**src/iobm_pkg.sv**
```systemverilog
// package of shared constants and types for the bus master sequencer
package iobm_pkg;

    // ************************************************
    // widths
    // ************************************************
    localparam int PAGE_W = 7;
    localparam int LADDR_W = 16;
    localparam int BUS_ADDR_W = 23;
    localparam int DATA_W = 16;

    // ************************************************
    // reset values and timing
    // ************************************************
    localparam logic INACTIVE_N = 1'b1;
    localparam logic [PAGE_W-1:0] PAGE_RESET = 7'h00;
    localparam int CLK_PERIOD_NS = 40;
    localparam int REQ_RELEASE_NS = 100;
    localparam int REQ_RELEASE_CYC =
        (REQ_RELEASE_NS + CLK_PERIOD_NS - 1) / CLK_PERIOD_NS;
    localparam int SYNC_STAGES = 3;

    // ************************************************
    // sequencer states
    // ************************************************
    typedef enum logic [3:0] {
        IOBM_IDLE, IOBM_RW1, IOBM_RW2, IOBM_RW3, IOBM_RW4,
        IOBM_RW5, IOBM_RW6, IOBM_RW7, IOBM_TMO
    } iobm_state_t;

    // ************************************************
    // bus side outputs
    // ************************************************
    typedef struct packed {
        logic [BUS_ADDR_W-1:0] addr;
        logic upper_strobe_n;
        logic lower_strobe_n;
        logic bus_busy_n;
        logic bus_addr_strobe_n;
    } iobm_bus_out_t;

endpackage

```
**src/iobm_seq.sv**
```systemverilog
// bus master access sequencer: local window accesses to host memory
`timescale 1ns/1ps
module iobm_seq
    import iobm_pkg::*;
(
    input wire logic core_clk_i, // cpu_out_clock, 25 MHz nominal
    input wire logic sys_rst_i, // synchronous reset
    input wire logic window_select_n_i, // combined mid range selects
    input wire logic shared_bus_request_n_i, // shared request line
    input wire logic grant_chain_in_n_i, // incoming bus grant
    input wire logic host_access_n_i, // host access of peripheral
    input wire logic intr_ack_seen_n_i, // interrupt acknowledge
    input wire logic bus_timer_expired_n_i, // processor bus timer
    input wire logic transfer_ack_n_i, // host acknowledge
    input wire logic bus_fault_n_i, // host fault
    input wire logic bus_busy_in_n_i, // shared busy line
    input wire logic byte_high_enable_n_i, // processor byte high
    input wire logic addr_bit0_i, // processor lowest address bit
    input wire logic [iobm_pkg::LADDR_W-1:0] local_addr_i, // word address
    input wire logic [iobm_pkg::PAGE_W-1:0] page_i, // page register
    input wire logic local_read_n_i, // processor read strobe
    input wire logic local_write_n_i, // processor write strobe
    input wire logic host_read_not_write_i, // host direction
    input wire logic host_strobes_any_n_i, // host data strobes combined
    input wire logic dma_want_i, // dma controller wants start
    input wire logic [iobm_pkg::DATA_W-1:0] bus_data_i, // shared bus data
    output logic local_bus_request_n_o, // own bus request
    output logic grant_chain_out_n_o, // downstream grant
    output logic addr_out_enable_n_o, // address and control enable
    output logic on_bus_n_o, // on bus indication
    output logic strobe_out_n_o, // strobe output
    output iobm_pkg::iobm_bus_out_t bus_o, // address and strobes
    output logic data_out_enable_n_o, // transceiver enable
    output logic [iobm_pkg::DATA_W-1:0] read_data_o, // latched read data
    output logic dummy_read_flag_o, // dummy read pending
    output logic dma_request_o // start request to dma
);
    import iobm_pkg::*;

    // ************************************************
    // input synchronisation
    // ************************************************
    logic win_s, sreq_s, grant_s, host_s, iak_s, tmo_s, ack_s, flt_s;
    logic busy_s;
    logic [8:0] async_in;
    logic [8:0] sync_out;
    assign async_in = {window_select_n_i, shared_bus_request_n_i,
        grant_chain_in_n_i, host_access_n_i, intr_ack_seen_n_i,
        bus_timer_expired_n_i, transfer_ack_n_i, bus_fault_n_i,
        bus_busy_in_n_i};
    genvar gi;
    generate
        for (gi = 0; gi < 9; gi++) begin : g_sync
            iobm_sync #(.RESET_VAL(INACTIVE_N)) u_sync (
                .core_clk_i(core_clk_i),
                .sys_rst_i(sys_rst_i),
                .async_i(async_in[gi]),
                .sync_o(sync_out[gi])
            );
        end
    endgenerate
    assign {win_s, sreq_s, grant_s, host_s, iak_s, tmo_s, ack_s, flt_s,
        busy_s} = sync_out;

    // ************************************************
    // registers
    // ************************************************
    iobm_state_t state_reg, state_next;
    logic req_n_reg, req_n_next;
    logic aoe_n_reg, aoe_n_next;
    logic strb_n_reg, strb_n_next;
    logic dummy_reg, dummy_next;
    logic on_bus_n_reg;
    logic ready_raw_reg;
    logic ready_sync_reg;
    logic dma_reg;

    // ************************************************
    // sequencer next state
    // ************************************************
    wire win_act = !win_s;
    wire grant = !grant_s;
    wire ready_sync = ready_sync_reg;

    always_comb begin
        state_next = state_reg;
        req_n_next = req_n_reg;
        aoe_n_next = aoe_n_reg;
        strb_n_next = strb_n_reg;
        dummy_next = dummy_reg;
        case (state_reg)
            IOBM_IDLE: begin
                req_n_next = INACTIVE_N;
                aoe_n_next = INACTIVE_N;
                strb_n_next = INACTIVE_N;
                if (win_act && sreq_s) begin
                    state_next = IOBM_RW1;
                    req_n_next = 1'b0;
                end
            end
            IOBM_RW1: begin
                if (grant) begin
                    state_next = IOBM_RW2;
                    aoe_n_next = 1'b0;
                end else if (!host_s || !iak_s) begin
                    state_next = IOBM_IDLE;
                    req_n_next = INACTIVE_N;
                end else if (!tmo_s) begin
                    state_next = IOBM_TMO;
                    dummy_next = 1'b1;
                end
            end
            IOBM_TMO: begin
                if (grant) begin
                    state_next = IOBM_RW2;
                    aoe_n_next = 1'b0;
                end
            end
            IOBM_RW2: state_next = IOBM_RW3;
            IOBM_RW3: begin
                state_next = IOBM_RW4;
                strb_n_next = 1'b0;
            end
            IOBM_RW4: begin
                if (!grant) begin
                    state_next = IOBM_RW5;
                    req_n_next = INACTIVE_N;
                end
            end
            IOBM_RW5: state_next = IOBM_RW6;
            IOBM_RW6: begin
                if (ready_sync) begin
                    state_next = IOBM_RW7;
                    strb_n_next = INACTIVE_N;
                end
            end
            IOBM_RW7: begin
                aoe_n_next = INACTIVE_N;
                dummy_next = 1'b0;
                if (!ready_sync) begin
                    state_next = IOBM_IDLE;
                end
            end
            default: state_next = IOBM_IDLE;
        endcase
    end

    always_ff @(posedge core_clk_i) begin
        if (sys_rst_i) begin
            state_reg <= IOBM_IDLE;
            req_n_reg <= INACTIVE_N;
            aoe_n_reg <= INACTIVE_N;
            strb_n_reg <= INACTIVE_N;
            dummy_reg <= 1'b0;
        end else begin
            state_reg <= state_next;
            req_n_reg <= req_n_next;
            aoe_n_reg <= aoe_n_next;
            strb_n_reg <= strb_n_next;
            dummy_reg <= dummy_next;
        end
    end

    // ************************************************
    // on bus and ready
    // ************************************************
    wire ack_or_fault = !ack_s || !flt_s;
    // taken from the next value so on-bus falls together with address enable
    wire on_bus_set = !aoe_n_next;
    wire on_bus_clr = !win_act && !dummy_reg;

    always_ff @(posedge core_clk_i) begin
        if (sys_rst_i) begin
            on_bus_n_reg <= INACTIVE_N;
            ready_raw_reg <= 1'b0;
            ready_sync_reg <= 1'b0;
            dma_reg <= 1'b0;
        end else begin
            if (on_bus_set) begin
                on_bus_n_reg <= 1'b0;
            end else if (on_bus_clr) begin
                on_bus_n_reg <= INACTIVE_N;
            end
            // held until select and on-bus are both gone
            if (!on_bus_n_reg && ack_or_fault) begin
                ready_raw_reg <= 1'b1;
            end else if (on_bus_n_reg) begin
                ready_raw_reg <= 1'b0;
            end
            ready_sync_reg <= ready_raw_reg;
            dma_reg <= dma_want_i && busy_s;
        end
    end

    // ************************************************
    // outputs
    // ************************************************
    assign local_bus_request_n_o = req_n_reg;
    assign grant_chain_out_n_o = grant_chain_in_n_i || !req_n_reg;
    assign addr_out_enable_n_o = aoe_n_reg;
    assign on_bus_n_o = on_bus_n_reg;
    assign strobe_out_n_o = strb_n_reg;
    assign dummy_read_flag_o = dummy_reg;
    assign dma_request_o = dma_reg;
    assign bus_o.addr = {page_i, local_addr_i};
    assign bus_o.upper_strobe_n = strb_n_reg || byte_high_enable_n_i;
    assign bus_o.lower_strobe_n = strb_n_reg || addr_bit0_i;
    assign bus_o.bus_busy_n = strb_n_reg;
    assign bus_o.bus_addr_strobe_n = strb_n_reg;

    iobm_txdata #(.W(DATA_W)) u_txdata (
        .core_clk_i(core_clk_i),
        .sys_rst_i(sys_rst_i),
        .ready_raw_i(ready_raw_reg),
        .bus_data_i(bus_data_i),
        .local_read_n_i(local_read_n_i),
        .local_write_n_i(local_write_n_i),
        .on_bus_n_i(on_bus_n_reg),
        .addr_out_enable_n_i(aoe_n_reg),
        .host_access_n_i(host_s),
        .intr_ack_seen_n_i(iak_s),
        .host_read_not_write_i(host_read_not_write_i),
        .host_strobes_any_n_i(host_strobes_any_n_i),
        .dummy_read_flag_i(dummy_reg),
        .data_out_enable_n_o(data_out_enable_n_o),
        .read_data_o(read_data_o)
    );

    // ************************************************
    // checks
    // ************************************************
    a_strobe_after_aoe: assert property (@(posedge core_clk_i)
        disable iff (sys_rst_i)
        $fell(aoe_n_reg) |-> ##2 $fell(strb_n_reg))
        else $error("strobe not two clocks after address enable");
    a_aoe_after_strobe: assert property (@(posedge core_clk_i)
        disable iff (sys_rst_i)
        $rose(strb_n_reg) |-> ##1 aoe_n_reg)
        else $error("address enable not dropped after strobe");
    a_req_before_strb: assert property (@(posedge core_clk_i)
        disable iff (sys_rst_i)
        $rose(strb_n_reg) |-> $past(req_n_reg, 2))
        else $error("request not released before strobe end");
    a_idle_quiet: assert property (@(posedge core_clk_i)
        disable iff (sys_rst_i)
        (state_reg == IOBM_IDLE) |-> (strb_n_reg && aoe_n_reg))
        else $error("outputs active in idle");
    a_no_req_shared: assert property (@(posedge core_clk_i)
        disable iff (sys_rst_i)
        ($fell(req_n_reg) && state_reg == IOBM_RW1) |->
            $past(sreq_s))
        else $error("request while shared request active");
    a_grant_blocked: assert property (@(posedge core_clk_i)
        disable iff (sys_rst_i)
        !req_n_reg |-> grant_chain_out_n_o)
        else $error("grant passed while requesting");
    a_rel_on_drop: assert property (@(posedge core_clk_i)
        disable iff (sys_rst_i)
        (state_reg == IOBM_RW4 && !grant) |-> ##1 req_n_reg)
        else $error("request held after grant drop");
    a_dma_busy: assert property (@(posedge core_clk_i)
        disable iff (sys_rst_i)
        !busy_s |-> ##1 !dma_reg)
        else $error("dma started while bus busy");
endmodule

```
**src/iobm_sync.sv**
```systemverilog
// three stage input synchroniser with agreement filter
`timescale 1ns/1ps
module iobm_sync #(
    parameter logic RESET_VAL = 1'b1
) (
    input wire logic core_clk_i, // clock
    input wire logic sys_rst_i, // synchronous reset
    input wire logic async_i, // input from outside the domain
    output logic sync_o // filtered synchronised level
);
    logic s1_reg;
    logic s2_reg;
    logic s3_reg;
    logic out_reg;
    wire agree = (s2_reg == s3_reg);

    always_ff @(posedge core_clk_i) begin
        if (sys_rst_i) begin
            s1_reg <= RESET_VAL;
            s2_reg <= RESET_VAL;
            s3_reg <= RESET_VAL;
            out_reg <= RESET_VAL;
        end else begin
            s1_reg <= async_i;
            s2_reg <= s1_reg;
            s3_reg <= s2_reg;
            if (agree) begin
                out_reg <= s3_reg;
            end
        end
    end

    assign sync_o = out_reg;
endmodule

```
**src/iobm_txdata.sv**
```systemverilog
// data transceiver latch and enable logic
`timescale 1ns/1ps
module iobm_txdata
    import iobm_pkg::*;
#(
    parameter int W = DATA_W
) (
    input wire logic core_clk_i, // clock
    input wire logic sys_rst_i, // synchronous reset
    input wire logic ready_raw_i, // unsynchronised ready
    input wire logic [W-1:0] bus_data_i, // data from shared bus
    input wire logic local_read_n_i, // local read active
    input wire logic local_write_n_i, // local write active
    input wire logic on_bus_n_i, // on bus indication
    input wire logic addr_out_enable_n_i, // address enable
    input wire logic host_access_n_i, // host access of peripheral
    input wire logic intr_ack_seen_n_i, // interrupt acknowledge
    input wire logic host_read_not_write_i, // host direction
    input wire logic host_strobes_any_n_i, // host strobes combined
    input wire logic dummy_read_flag_i, // dummy read in progress
    output logic data_out_enable_n_o, // transceiver enable
    output logic [W-1:0] read_data_o // latched read data
);
    logic [W-1:0] data_reg;
    logic ready_q_reg;

    // four sources of the transceiver enable
    wire src_lrd = !local_read_n_i && !on_bus_n_i;
    wire src_lwr = !local_write_n_i && !addr_out_enable_n_i;
    wire src_hrd = !host_access_n_i && host_read_not_write_i;
    wire src_iak = !intr_ack_seen_n_i && host_read_not_write_i;
    wire host_drv = (src_hrd || src_iak) && !host_strobes_any_n_i;
    wire local_drv = (src_lrd || src_lwr) && !dummy_read_flag_i;
    assign data_out_enable_n_o = !(host_drv || local_drv);

    // rising ready captures read data so the bus can be left early
    always_ff @(posedge core_clk_i) begin
        if (sys_rst_i) begin
            ready_q_reg <= 1'b0;
            data_reg <= '0;
        end else begin
            ready_q_reg <= ready_raw_i;
            if (ready_raw_i && !ready_q_reg) begin
                data_reg <= bus_data_i;
            end
        end
    end
    assign read_data_o = data_reg;

    a_no_host_write: assert property (@(posedge core_clk_i)
        disable iff (sys_rst_i)
        (!host_access_n_i && !host_read_not_write_i && local_read_n_i &&
         local_write_n_i) |-> data_out_enable_n_o)
        else $error("data driven during host write");
    a_rd_strobe_hold: assert property (@(posedge core_clk_i)
        disable iff (sys_rst_i)
        (!local_read_n_i && !on_bus_n_i && !dummy_read_flag_i)
        |-> !data_out_enable_n_o)
        else $error("read enable dropped early");
endmodule

```
**config.mk**
```make
export PLATFORM = sky130hd
export DESIGN_NAME = iobm_seq
export DESIGN_NICKNAME = d
export VERILOG_FILES = /design/src/iobm_pkg.sv /design/src/iobm_seq.sv /design/src/iobm_sync.sv /design/src/iobm_txdata.sv
export SDC_FILE = /design/constraint.sdc
export NUM_CORES = 1
export LEC_CHECK = 0
export ABC_AREA = 1
export BUFFER_PORTS_ARGS = -buffer_cell sky130_fd_sc_hd__buf_2
export CAP_MARGIN = 20
export CORE_UTILIZATION = 44
export DETAILED_ROUTE_END_ITERATION = 8
export GPL_TIMING_DRIVEN = 0
export PLACE_DENSITY = 0.83
export SLEW_MARGIN = 0
export SYNTH_ARGS = -nofsm -noshare
export SYNTH_HDL_FRONTEND = slang
export SYNTH_SLANG_ARGS = --single-unit
```
**constraint.sdc**
```tcl
create_clock -name core_clk_i -period 1.3 [get_ports core_clk_i]
set_input_delay 0.065 -clock core_clk_i [delete_from_list [all_inputs] [get_ports core_clk_i]]
set_output_delay 0.065 -clock core_clk_i [all_outputs]
set_load 0.005 [all_outputs]
```
Word-level counts from Yosys, hierarchy flattened
Cells that the tools add are included.
{ "totals": {"register_bits": 64} }
{ "classes": {"mux": 26, "reduce_logical": 44, "n_eq_ne": 28} }
{ "ops": {"columns": ["cell", "n"], "rows": [
  ["$pmux W4 S9", 1],
  ["$mux W4", 8],
  ["$eq A4 B3 Y1 const B", 4],
  ["$logic_not A1 Y1", 14],
  ["$mux W1", 13],
  ["$ne A2 B2 Y1 const B", 6],
  ["$logic_and A1 B1 Y1", 11],
  ["$eq A1 B1 Y1", 9],
  ["$eq A4 B2 Y1 const B", 2],
  ["$logic_or A1 B1 Y1", 8],
  ["$ne A2 B1 Y1 const B", 4],
  ["$reduce_and A4 Y1", 2],
  ["$pmux W1 S3", 2],
  ["$reduce_and A6 Y1", 1],
  ["$reduce_bool A3 Y1", 2],
  ["$eq A4 B1 Y1 const B", 1],
  ["$eq A4 B4 Y1 const B", 1],
  ["$logic_not A4 Y1", 1],
  ["$ne A4 B4 Y1 const B", 1],
  ["$pmux W1 S2", 2],
  ["$reduce_bool A2 Y1", 2],
  ["$reduce_or A2 Y1", 2],
  ["$reduce_and A2 Y1", 1]
]} }

Depth between registers and ports, before layout
{ "logic_depth": {"word_depth": 6, "ltp_mapped": 9, "mapped_depth_nobuf": 9} }

Modules after synthesis
Synthesis repeated with hierarchy kept, for this count alone.
{ "unflattened": {"cells_unflattened": 386, "hier_area_um2": 2821.5} }
{ "by_module_without_submodules": {"columns": ["mod", "n_inst", "area_each_um2", "cells_each", "seq_area_each_um2"], "rows": [
  ["iobm_sync", 9, 128.9, 15, 80.1],
  ["iobm_seq", 1, 903.4, 132, 240.2],
  ["iobm_txdata", 1, 758.2, 119, 340.3]
]} }

Worst setup path after synthesis
No wires, ideal clock.
{ "synth_path": {"kind": "register to register", "from": "register state_reg[0]", "to": "register state_reg[0]", "arrival_time_ps": 1094, "required_time_ps": 1189, "path_slack_ps": 96, "stages_incl_launch_ff": 8, "path_buffers": 0, "path_cell_list": "dfxtp_1 > nor2_2 > nand3_1 > nand2_1 > inv_2 > nand3_4 > and2_1 > nor2_1"} }
{ "synth_between": {"elab_chain_len": 3} }
{ "synth_lines": {"columns": ["element", "line_no", "source"], "rows": [
  ["start, declared", "iobm_seq.sv:68", "iobm_state_t state_reg, state_next;"],
  ["start signal, assigned", "iobm_seq.sv:156", "state_reg <= state_next;"],
  ["$eq A4 B1 Y1, or another cell as far along", "iobm_seq.sv:91", "case (state_reg)"],
  ["$ne A4 B4 Y1 (no line), or another cell as far along", null, null],
  ["$reduce_and A6 Y1 (no line)", null, null]
]} }
Several ways; a longest one is shown, not always the timed one.
A chain may end at the register's enable or synchronous reset.

Worst setup path after layout
{ "layout_path": {"from": "register state_reg[1]", "to": "register state_reg[0]"} }
Same word-level chain as after synthesis.

==> run summary <==
fmax -> 0.7768 GHz
CP startpoint kind -> flop
total number of vias -> 2416
clk sink count -> 64
Hold Path Class -> in2reg
delay of the slowest critical-path stage -> 0.37 ns
post-synthesis sequential area ratio -> 52.22%
total power -> 5.456 mW
Pre-antenna DRT Iters -> 4
WP data arrival -> 1.52 ns
Starting Density -> 46.85%
synthesized area per cell -> 8.179 um^2
pre-CTS WS -> -0.1416 ns
fin worst setup slack -> 0.01262 ns
root buffer cell -> clkbuf_8
Clk Latency, worst-skew pair -> 0.34 ns
kind of cell adding the most delay to the critical path -> simple AND/OR/NAND/NOR gates
endpoints failing hold -> 0
largest net degree at the start of global routing -> 11
total core area -> 5238 um^2
Final period util -> 99.03%
die height -> 76.68 um
synth-to-layout area growth -> 46.61%
IR drop worst, VDD -> 935.5 uV
CP Cell Sequence -> inv_4 > nand2_1 > nor2_2 > nand4_1 > nand3_4 > and2_1 > nor2_1
Synth cell types -> 20
Final nets -> 485
Initial DRC Count -> 178
total global-route track usage -> 21.55%
reg2reg setup slack -> 0.01 ns
Rows -> 26
most frequent cells after synthesis -> dfxtp_1 (64), nor2_1 (48), nand2_1 (43)
routability cong. -> 0.8605
worst path required time -> 1.54 ns
crit path buf inv count -> 1
Setup CP Type -> reg2reg
most frequent cell after synthesis -> dfxtp_1
Setup crit end kind -> flop
Crit-path slowest cell -> dfxtp_4
LEAKAGE -> 1.726 nW
total CTS buffers -> 9
synthesized area -> 2454 um^2
max reg flops -> 16
Worst Skew -> 0.008369 ns
top_reg_cell synth -> dfxtp_1
number of global-route vias before repair -> 2231
post-route cell area -> 3597 um^2
drt wl/cell -> 12.33 um
MaxCap Viol Count -> 0
FF+latch count, synth -> 64
yosys warns -> 0
vias per inst -> 4.803
Placed Area -> 2962 um^2
Total Wirelength -> 6203 um
antenna fix cells -> 0
number of synthesized flops with an enable pin -> 0
Yosys top cell by area -> dfxtp_1
H-Tree Depth -> 3
P per Cell Area -> 1517 nW/um^2
layout cells sized above 1 -> 43.42%
Tightest Pin Transition -> 0.4657 ns
Routed Antenna Nets -> 0
Post-synth ARST share -> 0%
hpwl dp -> 3697 um
drt drc -> 0
status -> finished clean
Reg clk slew, reported paths -> 0.07 ns
DIE AREA -> 5879 um^2
initial antenna violation count -> 0
register area -> 1294 um^2
final setup fails -> 0
fin crit period -> 1.287 ns
RSZ-0062 raised after global routing -> true
Syn Nets -> 357
CTS tree -> done
total grt overflow -> 0
multi-input logic area -> 957.2 um^2
Ports -> 108
Setup TNS -> 0 ns
max_slew headroom -> 68.95%
Max Root-Sink Buffers -> 2
chip width -> 76.68 um
global-route wire length before repair -> 9722 um
Syn Inst Count -> 300
fillcell total -> 375
CP Max Fanout -> 7
share of the synthesized area in the top cell type -> 52.22%
max-slew violation count -> 0
PortBufs -> 84
top cells by area, synth -> dfxtp_1 (52%), buf_4 (7.6%), or2_2 (7.4%), nor2_1 (7.3%), nand2_1 (6.6%)
stage by stage:
step,utilization [%],hold slack [ns],cells
floorplan,-,0.1616,300
global placement,56.55,0.2465,454
detailed placement,56.55,0.2485,454
CTS,66.72,0.02364,497
global route,68.68,0.03446,503
finish,68.68,0.03231,503
final timing paths:
path / startpoint / to / depth (start not counted)
worst max-delay path: state_reg[1] / state_reg[0] / 7
worst min-delay path: bus_data_i[0] / u_txdata.read_data_o[0] / 3
worst max register to register: state_reg[1] / state_reg[0] / 7
worst min register to register: g_sync[3].u_sync.s1_reg / g_sync[3].u_sync.s2_reg / 1
repair_timing:
action	CTS	global route
hold buffers	25	0
pin swaps	4	10
hold endpoints to repair	25	0
buffers inserted	2	6
gates resized for setup	15	21
setup endpoints to repair	17	18
power by group:
| part | total, mW | switching (mW) | internal, mW |
|---|---|---|---|
| clock network | 1.95 | 0.710 | 1.24 |
| logic | 1.30 | 0.703 | 0.599 |
| registers | 2.21 | 0.126 | 2.08 |
metal layers:
layer | track usage, % | up-vias | part of all wire, %
met5 | 0 | - | 0
met4 | 11.15 | 0 | 2.9
met3 | 7.381 | 19 | 5.8
met2 | 38.66 | 99 | 53
met1 | 21.93 | 1115 | 38
li1 | - | 1183 | -
tightest hold or removal path, cell delays in order:
cell and delay [ns]:
buf_2 0.09, nor2_1 0.05, nor2_1 0.12
layout make-up:
class,instances,area share [%]
Sequential cell,64,35.97
Multi-Input combinational cell,185,26.61
Timing Repair Buffer,117,20.31
Buffer,33,6.122
Clock buffer,14,4.800
Tap cell,70,2.435
Inverter,18,2.087
Clock inverter,2,1.670
placed cells by master (no fill, tap or decap), drive strengths merged:
cell type,netlist,layout
a32oi,1,1
a31oi,1,1
nand3,10,10
nand4,4,4
or2,29,29
o21ai,27,27
a21oi,14,14
and2,1,1
bufinv,0,2
clkbuf,7,21
inv,18,18
dfxtp,64,64
nand2,43,43
nor2,53,53
dlygate4sd3,0,25
o22ai,2,2
buf,26,118
cells by family after synthesis:
| family | after synthesis | synth area share, % |
|---|---|---|
| DFF | 64 | 52.22 |
| and+or+nand+nor | 140 | 26.62 |
| buffers and inverters | 51 | 11.68 |
| AOI/OAI and AO/OA | 45 | 9.485 |
No activity file was read; power rests on OpenSTA's default activity.
